## config.mk

```make
export PLATFORM = sky130hd
export DESIGN_NAME = cst_card_timing
export DESIGN_NICKNAME = d
export VERILOG_FILES = /design/src/rtl/cst_pkg.sv /design/src/rtl/cst_card_timing.sv
export SDC_FILE = /design/constraint.sdc
export NUM_CORES = 1
export LEC_CHECK = 0
export BUFFER_PORTS_ARGS = -buffer_cell sky130_fd_sc_hd__buf_4
export CORE_UTILIZATION = 46
export CTS_BUF_LIST = sky130_fd_sc_hd__clkbuf_4 sky130_fd_sc_hd__clkbuf_8
export DETAILED_ROUTE_END_ITERATION = 10
export RECOVER_POWER = 50
export SLEW_MARGIN = 20
export SYNTH_ARGS = -nofsm -noshare
export SYNTH_HDL_FRONTEND = slang
export SYNTH_SLANG_ARGS = --single-unit
```

## constraint.sdc

```tcl
create_clock -name clock_i -period 2.5 [get_ports clock_i]
set_input_delay 0.25 -clock clock_i [delete_from_list [all_inputs] [get_ports clock_i]]
set_output_delay 0.25 -clock clock_i [all_outputs]
set_load 0.05 [all_outputs]
```

## src/rtl/cst_pkg.sv

```systemverilog
// card slot access timing: constants, register map and carrier types
// assumes a classic wishbone slave with 32-bit data and one clock
package cst_pkg;

  // ------------------------------------------------------------
  // register map
  // ------------------------------------------------------------
  localparam logic [3:0]  CST_OFS_COMMON   = 4'h0;
  localparam logic [3:0]  CST_OFS_ATTR     = 4'h4;
  localparam logic [3:0]  CST_OFS_IO       = 4'h8;
  localparam logic [3:0]  CST_OFS_PRESENCE = 4'hC;
  localparam logic [31:0] CST_TIMING_RST   = 32'h0000_0000;
  localparam logic [31:0] CST_PRESENCE_RST = 32'h0000_0000;

  // ------------------------------------------------------------
  // timing and presence register fields
  // ------------------------------------------------------------
  localparam int CST_SET_LSB  = 0;
  localparam int CST_SET_W    = 7;
  localparam int CST_ASST_LSB = 7;
  localparam int CST_ASST_W   = 5;
  localparam int CST_HOLD_LSB = 14;
  localparam int CST_HOLD_W   = 6;
  localparam int CST_PRES_BIT = 1;
  localparam logic [31:0] CST_TIMING_MASK = 32'h000F_CFFF;
  localparam logic [31:0] CST_PRES_MASK   = 32'h0000_0002;

  // ------------------------------------------------------------
  // cycle counts
  // ------------------------------------------------------------
  localparam int CST_CNT_W = 8;
  localparam logic [CST_CNT_W-1:0] CST_ONE = 8'h01;
  localparam logic [CST_CNT_W-1:0] CST_TWO = 8'h02;

  // access spaces
  typedef enum logic [1:0] {
    CST_SP_COMMON,
    CST_SP_ATTR,
    CST_SP_IO
  } cst_space_t;

  typedef enum logic [2:0] {
    CST_IDLE,
    CST_SETUP,
    CST_WAITCHK,
    CST_HOLD,
    CST_RECOV
  } cst_state_t;

  // access request from the static controller core
  typedef struct packed {
    logic       req;
    cst_space_t space;
  } cst_acc_t;

  // whole state of the block
  typedef struct packed {
    logic [31:0]          tim_common_r;
    logic [31:0]          tim_attr_r;
    logic [31:0]          tim_io_r;
    logic                 present_r;
    logic                 ack_r;
    logic [31:0]          dat_r;
    logic [1:0]           wait_sy_r;
    logic [1:0]           io16_sy_r;
    logic                 io16_r;
    cst_state_t           st_r;
    logic [CST_CNT_W-1:0] cnt_r;
    logic [CST_CNT_W-1:0] total_r;
    logic [CST_CNT_W-1:0] min_r;
    logic [CST_CNT_W-1:0] hold_r;
    logic                 strobe_n_r;
    logic                 busy_r;
    logic                 done_r;
  } cst_state_s_t;

endpackage : cst_pkg

```

## src/rtl/cst_card_timing.sv

```systemverilog
// card slot command timing engine with wishbone register file
// assumes card_wait_n and io16 come from pins, asynchronous to clock_i
`timescale 1ns/1ps
module cst_card_timing (
  // clock and reset
  input  wire logic             clock_i,
  input  wire logic             arst_n_i,
  input  wire logic             clk_en_i,
  // wishbone slave
  input  wire logic             wb_cyc_i,
  input  wire logic             wb_stb_i,
  input  wire logic             wb_we_i,
  input  wire logic [3:0]       wb_adr_i,
  input  wire logic [3:0]       wb_sel_i,
  input  wire logic [31:0]      wb_dat_i,
  output logic      [31:0]      wb_dat_o,
  output logic                  wb_ack_o,
  // access request
  input  wire cst_pkg::cst_acc_t acc_i,
  output logic                  acc_busy_o,
  output logic                  acc_done_o,
  // card pins
  input  wire logic             card_wait_n_i,
  input  wire logic             io_width16_indicate_n_i,
  output logic                  cmd_strobe_n_o,
  output logic                  io_width16_o,
  output logic                  card_present_flag_o
);
  import cst_pkg::*;

  cst_state_s_t s_r;
  cst_state_s_t s_nxt;
  logic [31:0]  tim;
  logic [CST_CNT_W-1:0] setv;
  logic [CST_CNT_W-1:0] holdv;
  logic [CST_CNT_W-1:0] code;
  logic         wait_seen;
  logic         wb_req;
  logic [31:0]  wmask;

  // ------------------------------------------------------------
  // field selection
  // ------------------------------------------------------------
  always_comb begin
    unique case (acc_i.space)
      CST_SP_ATTR: tim = s_r.tim_attr_r;
      CST_SP_IO:   tim = s_r.tim_io_r;
      default:     tim = s_r.tim_common_r;
    endcase
    setv  = CST_CNT_W'(tim[CST_SET_LSB +: CST_SET_W]);
    holdv = CST_CNT_W'(tim[CST_HOLD_LSB +: CST_HOLD_W]);
    code  = CST_CNT_W'(tim[CST_ASST_LSB +: CST_ASST_W]);
    if (setv == '0) setv = CST_ONE;
    if (holdv == '0) holdv = CST_ONE;
    // wait released: active-low pin high means card ready
    wait_seen = s_r.present_r ? s_r.wait_sy_r[1] : 1'b1;
    wb_req = wb_cyc_i & wb_stb_i & ~s_r.ack_r;
    wmask = {{8{wb_sel_i[3]}}, {8{wb_sel_i[2]}},
             {8{wb_sel_i[1]}}, {8{wb_sel_i[0]}}};
  end

  // ------------------------------------------------------------
  // next state
  // ------------------------------------------------------------
  always_comb begin
    s_nxt = s_r;
    // two-flop synchronisers
    s_nxt.wait_sy_r = {s_r.wait_sy_r[0], card_wait_n_i};
    s_nxt.io16_sy_r = {s_r.io16_sy_r[0], io_width16_indicate_n_i};
    s_nxt.io16_r = s_r.present_r & ~s_r.io16_sy_r[1];
    s_nxt.ack_r = wb_req;
    s_nxt.done_r = 1'b0;
    if (wb_req) begin
      unique case (wb_adr_i)
        CST_OFS_COMMON:   s_nxt.dat_r = s_r.tim_common_r;
        CST_OFS_ATTR:     s_nxt.dat_r = s_r.tim_attr_r;
        CST_OFS_IO:       s_nxt.dat_r = s_r.tim_io_r;
        CST_OFS_PRESENCE: s_nxt.dat_r = {30'h0, s_r.present_r, 1'b0};
        default:          s_nxt.dat_r = 32'h0000_0000;
      endcase
      if (wb_we_i) begin
        unique case (wb_adr_i)
          CST_OFS_COMMON: s_nxt.tim_common_r = (s_r.tim_common_r & ~wmask)
              | (wb_dat_i & wmask & CST_TIMING_MASK);
          CST_OFS_ATTR: s_nxt.tim_attr_r = (s_r.tim_attr_r & ~wmask)
              | (wb_dat_i & wmask & CST_TIMING_MASK);
          CST_OFS_IO: s_nxt.tim_io_r = (s_r.tim_io_r & ~wmask)
              | (wb_dat_i & wmask & CST_TIMING_MASK);
          CST_OFS_PRESENCE: if (wb_sel_i[0])
              s_nxt.present_r = wb_dat_i[CST_PRES_BIT];
          default: ;
        endcase
      end
    end
    // command strobe sequencer
    unique case (s_r.st_r)
      CST_IDLE: begin
        if (acc_i.req) begin
          s_nxt.st_r   = CST_SETUP;
          s_nxt.busy_r = 1'b1;
          s_nxt.cnt_r  = setv;
          s_nxt.hold_r = holdv;
          s_nxt.min_r  = CST_CNT_W'(3) * code + CST_CNT_W'(3);
          s_nxt.total_r = '0;
        end
      end
      CST_SETUP: begin
        if (s_r.cnt_r == CST_ONE) begin
          s_nxt.st_r     = CST_WAITCHK;
          s_nxt.strobe_n_r = 1'b0;
          s_nxt.cnt_r    = code + CST_ONE;
          s_nxt.total_r  = CST_ONE;
        end else s_nxt.cnt_r = s_r.cnt_r - CST_ONE;
      end
      CST_WAITCHK: begin
        s_nxt.total_r = s_r.total_r + CST_ONE;
        if (s_r.cnt_r > CST_ONE) s_nxt.cnt_r = s_r.cnt_r - CST_ONE;
        else if (wait_seen) begin
          s_nxt.st_r  = CST_HOLD;
          s_nxt.cnt_r = (code << 1) + CST_TWO;
        end
      end
      CST_HOLD: begin
        s_nxt.total_r = s_r.total_r + CST_ONE;
        if (s_r.cnt_r > CST_ONE) s_nxt.cnt_r = s_r.cnt_r - CST_ONE;
        else if (s_r.total_r >= s_r.min_r) begin
          s_nxt.st_r     = CST_RECOV;
          s_nxt.strobe_n_r = 1'b1;
          s_nxt.cnt_r    = s_r.hold_r;
        end
      end
      CST_RECOV: begin
        if (s_r.cnt_r == CST_ONE) begin
          s_nxt.st_r   = CST_IDLE;
          s_nxt.busy_r = 1'b0;
          s_nxt.done_r = 1'b1;
        end else s_nxt.cnt_r = s_r.cnt_r - CST_ONE;
      end
      // unused state codes fall back to idle
      default: begin
        s_nxt.st_r       = CST_IDLE;
        s_nxt.busy_r     = 1'b0;
        s_nxt.strobe_n_r = 1'b1;
      end
    endcase
  end

  // ------------------------------------------------------------
  // state register
  // ------------------------------------------------------------
  always_ff @(posedge clock_i or negedge arst_n_i) begin
    if (!arst_n_i) begin
      s_r              <= '0;
      s_r.tim_common_r <= CST_TIMING_RST;
      s_r.tim_attr_r   <= CST_TIMING_RST;
      s_r.tim_io_r     <= CST_TIMING_RST;
      s_r.present_r    <= CST_PRESENCE_RST[CST_PRES_BIT];
      s_r.wait_sy_r    <= 2'h3;
      s_r.io16_sy_r    <= 2'h3;
      s_r.st_r         <= CST_IDLE;
      s_r.strobe_n_r   <= 1'b1;
    end else if (clk_en_i) begin
      s_r <= s_nxt;
    end
  end

  assign wb_dat_o            = s_r.dat_r;
  assign wb_ack_o            = s_r.ack_r;
  assign acc_busy_o          = s_r.busy_r;
  assign acc_done_o          = s_r.done_r;
  assign cmd_strobe_n_o      = s_r.strobe_n_r;
  assign io_width16_o        = s_r.io16_r;
  assign card_present_flag_o = s_r.present_r;

endmodule : cst_card_timing

```

Word level (Yosys, flattened, before mapping). Index checks and enable logic that the tools add are counted. W data, S select, Z words.

Bits in latches: 0. Output and inout bits: 38. ROM bits: 0. Input port bits: 51. Bits in writable memories: 0. Bits in registers: 173. Memories kept: 0. Word-level logic and storage cells: 108.

Bitwise gates (word level): 15. Multipliers: 1. Mux-type cells: 28. Equal/unequal tests: 20. Shifts and indexed selects: 0. Div/mod/pow operators: 0. Order comparisons: 2. Add/subtract/negate cells: 5. Reduce and logical (&&, ||, !) cells: 20.

Operators by type and width (number): $pmux W32 S4 (1); $and A32 B32 Y32 (3); $or A32 B20 Y32 (3); $mux W8 (5); $pmux W20 S2 (1); $pmux W8 S5 (1); $mux W35 (1); $not A32 Y32 (1); $pmux W8 S3 (1); $mux W11 (2); $and A20 B20 Y20 (1); $reduce_and A4 Y1 (5); $ne A2 B2 Y1 const B (8); $pmux W3 S5 (1); $mux W3 (4); $reduce_and A5 Y1 (2); $add A7 B2 Y8 const B (1); $add A8 B1 Y8 const B (1); $eq A4 B4 Y1 const B (2); $eq A8 B1 Y1 const B (1); $ge A8 B8 Y1 (1); $gt A8 B1 Y1 const B (1); $reduce_and A8 Y1 (1); $sub A8 B1 Y8 const B (1); 28 further kinds (42).

Depth between registers and ports, before layout.
Depth after elaboration: 6. Depth in mapped cells: 15. Mapped depth without buffers: 13.

Worst setup path before layout. No wires, ideal clock.

Kind: input to register. From: input acc_i[0] (netlist name). To: register s_r[17] (netlist name). Cell stages on the path: 15. Arrival time: 2.405 ns. Data required time: 2.367 ns. Path buffers: 2. Library setup time: 0.133 ns. Slack: -0.038 ns. Cell sequence: inv_1 ha_1 buf_4 a221o_1 and2_1 clkbuf_1 inv_2 ha_1 inv_1 ha_1 a21o_1 a21oi_1 o21bai_1 a21oi_1 o21ai_0.

Longest elaborated chain between the ends: 4. Elaborated cells on any way between the ends: 5. Classes of those cells: add/sub (1); mul (1); eq/ne (2); mux (1).

RTL lines: start, declared (line cst_card_timing.sv:19) `input wire cst_pkg::cst_acc_t acc_i,`; $eq A2 B2 Y1 / $eq A2 B1 Y1 (equally long branches) (line cst_card_timing.sv:45) `unique case (acc_i.space)`; $pmux W20 S2 * (line cst_card_timing.sv:45); $mul A2 B5 Y7 * (line cst_card_timing.sv:103) `s_nxt.min_r = CST_CNT_W'(3) * code + CST_CNT_W'(3);`; $add A7 B2 Y8 * (line cst_card_timing.sv:103); end signal, assigned (line cst_card_timing.sv:163) `s_r <= s_nxt;`; end, declared (line cst_card_timing.sv:31) `cst_state_s_t s_r;`.

Mark *: on every way between the ends. The rest lies on a longest branch, timed or not. A chain may end at the register's enable or synchronous reset.

Worst setup path after layout.
From: register s_r[27] (netlist name). To: register s_r[31] (netlist name).

Longest elaborated chain between the ends: 3. Elaborated cells on any way between the ends: 12. Classes of those cells: add/sub (1); order compare (1); eq/ne (4); mux (5); reduce/logical (1).

RTL lines: $sub A8 B1 Y8, or another cell as far along; $mux W8, or another cell as far along (line cst_card_timing.sv:133) `if (s_r.cnt_r == CST_ONE) begin`; $pmux W8 S5 / $reduce_and A6 Y1 (equally long branches).

Several ways; a longest one is shown, not always the timed one. The select of a mux whose other input is x is not followed.

==> impl_metrics.csv <==
group,metric,value,unit
floorplanning,rows,49,
clocking,cts_tree,"built",
route,vias,6251,
critical_path,r2r_cells,8,
logic_synthesis,syn_area_per_cell,11.1,µm²
power,seqPwrFrac,43.1,%
logic_synthesis,synth_seq_cells,170,
timing,slew_violations,71,
grt,grt_max_degree,73,
timing,fmax,0.432,GHz
hold_path,min_path_cells,2,
critical_path,reg2reg_to,"s_r[31]",
timing,slew_headroom,-32.6,%
grt,grt_pass1_wl,33600,µm
hold_path,min-delay-path-class,"input port to flop",
run_status,outcome,"finished with violations",
cells_and_area,drive_gt1_share,22.3,%
critical_path,rrSetupSlack,180,ps
critical_path,cp_max_fo,8,
cells_and_area,finalNetCount,917,
logic_synthesis,syn_nets,832,
floorplanning,start_util,46.9,%
clocking,htree_levels,4,
placed_design,io_buffers,74,
route,ant_nets,0,
logic_synthesis,synth_edf_count,0,
cells_and_area,mostFrequentLayoutCells,"165 x dfrtp_1, 96 x buf_4, 79 x nand2_1",
clocking,cts_root_buffer,"clkbuf_8",
timing,worstMarginPinSlew,1990,ps
logic_synthesis,synth_largest_area_cell,"dfrtp_1",
critical_path,start_kind,"flop",
cells_and_area,fill_cells,1555,
logic_synthesis,ys.warnings.count,0,
power,p_int,4.85,mW
logic_synthesis,synth-async-reset-ratio,100,%
clocking,clk_latency,470,ps
power,irDropWorstVdd,611,µV
critical_path,reg2reg_from,"s_r[27]",
route,first_iter_violations,489,
logic_synthesis,syn_inst,759,
route,via_per_inst,5.76,
floorplanning,ios,89,
clocking,cts_sinks,170,
grt,overflow,0,
timing,period_share,92.6,%
power,p_leak,4.62,nW
logic_synthesis,synth.area.top_cells,"dfrtp_1 49%, mux2_1 4.3%, o21ai_0 4.1%",
critical_path,crit_path_end_kind,"flop",
route,drt_first_pass_iters,5,
grt,grt_pass1_vias,6251,
critical_path,crit_chain,"inv_1, ha_1, or2_1, and4b_1, a22o_1, a21o_1, a221oi_1, o21ai_1",
placed_design,place.gp.congestion,0.888,
logic_synthesis,ys_seq_area_share,50.8,%
logic_synthesis,synth_ff_type,"dfrtp_1",
power,switching_power,2.71,mW
logic_synthesis,yosysUniqueCellTypes,76,
timing,hold_slack,33.6,ps
grt,antenna_found_initial,0,
cells_and_area,final_common_cell,"dfrtp_1",
power,powerDensity,777,nW/µm²
timing,finalSetupViolations,0,
route,drc,0,
floorplanning,die_width,137,µm
floorplanning,die-area,18800,µm²
logic_synthesis,syn_area,8390,µm²
critical_path,worstPathArrival,2660,ps
timing,rsz0062_at_grt,"no",
logic_synthesis,synth.top_cell.area_share,49.2,%
critical_path,max_stage_delay,460,ps
timing,hold_viol_final,0,
clocking,numCtsBuffers,17,
placed_design,dpl.cell_count,1036,
clocking,cts.reportedPaths.clkPinSlew,100,ps
critical_path,required,2840,ps
hold_path,min_from,"wb_dat_i[1]",
cells_and_area,finalCoreUtilization,54.4,%
route,wire_per_inst,18.9,µm
power,p_sw_share,35.9,%
route,routed_wl,20500,µm
cells_and_area,n_antenna_cell,0,
power,p_comb_share,28.0,%
critical_path,slowest_stage,"dfrtp_1",
floorplanning,die_h,137,µm
timing,finClkSkew,19.1,ps
run_status,failed_checks,"capacitance limit, slew limit",
power,p_clk_share,28.8,%
grt,grt_usage,23.7,%
cells_and_area,fin_cells,1086,
floorplanning,core,17900,µm²
cells_and_area,layout-area-overhead-vs-synth,15.9,%
critical_path,criticalPathCategory,"flop to flop",
placed_design,hpwlAfterDp,14300,µm
run,maxCapViolCount,1,
timing,finalCriticalPeriod,2320,ps
clocking,clockBufferDepth,2,
[worst max path at each step]
stage	start	endpoint	slack, ps
after detailed placement	acc_i[0]	s_r[17]	-140
after CTS	flop	s_r[17]	200
after floorplan	acc_i[0]	s_r[17]	5
after global routing	arst_n_i	wb_dat_o[9]	9
final	s_r[27]	s_r[31]	180
after global placement	acc_i[0]	s_r[17]	-80
[stage by stage]
step / TNS [ps] / cell area [µm²] / worst slack (ps) / power, mW
floorplan: 0 / 8400 / 5.06 / 4.79
global placement: -196 / 9160 / -84.9 / 5.36
detailed placement: -405 / 9160 / -135 / 5.41
CTS: 0 / 9790 / 196 / 7.62
global route: 0 / 9730 / 9.09 / 8.02
finish: 0 / 9730 / 184 / 7.56
[power groups by stage]
stage,registers [mW],clock network [mW],logic [mW]
final,3.26,2.18,2.12
after global routing,3.30,2.35,2.37
after CTS,3.26,2.23,2.13
after detailed placement,3.31,0,2.10
after global placement,3.30,0,2.06
after floorplan,3.29,0,1.50
[cells in the mapped netlist, types with 4 or more instances]
master	number
buf_2	7
nor2b_1	8
mux2_2	27
o31ai_1	10
nand2b_1	4
nand3_1	7
o22ai_1	4
clkbuf_1	22
a21o_1	5
a21oi_1	11
dfstp_2	5
xor2_1	4
o21ai_1	15
nand2_1	79
and3_1	6
o21ai_0	68
mux2_1	32
inv_1	27
a221oi_1	5
and2_1	43
buf_6	4
a221o_1	10
a222oi_1	31
dfrtp_1	165
nor3_1	4
ha_1	22
buf_4	35
nand4_1	5
a211oi_1	5
a22oi_1	4
nor2_1	15
[kinds of logic (layout without fill, tap and decap cells)]
logic type / count (synthesis) / count (layout) / share of synthesized area [%]
simple gates: 198 / 198 / 13.0
xor+xnor: 7 / 7 / 0.730
mux: 63 / 63 / 8.45
buf+inv: 97 / 195 / 6.37
compound gates: 202 / 202 / 17.4
fa+ha+maj: 22 / 22 / 3.28
flops: 170 / 170 / 50.8
[cell type report]
type                    instances  area [µm²]  area share [%]
flip-flops and latches        170        4260            43.8
well taps                     229         287            2.94
repair buffers                135        1020            10.5
multi-input cells             492        3600            37.0
clock inverters                15         219            2.25
inverters                      28         105            1.08
clock buffers                  17         234            2.40
[critical path: cells and delay by family, from the launching register on]
family / cells / cell delay, ps
simple gates: 2 / 570
buf+inv: 1 / 100
compound gates: 4 / 750
fa+ha+maj: 1 / 320
flops: 1 / 460
[metal layers]
metal	GRT usage (%)	routed length [µm]
met1	31.4	9040
met2	39.2	10200
met3	4.67	1100
met4	6.65	216
met5	0	0
[timing repair]
action                                  CTS  global route
resized for setup                         0             1
endpoints found under the setup margin    0             1
buffers inserted                          0             0
endpoints found under the hold margin    89             0
hold buffers                             18             0
Power figures use the tool's default switching activity.
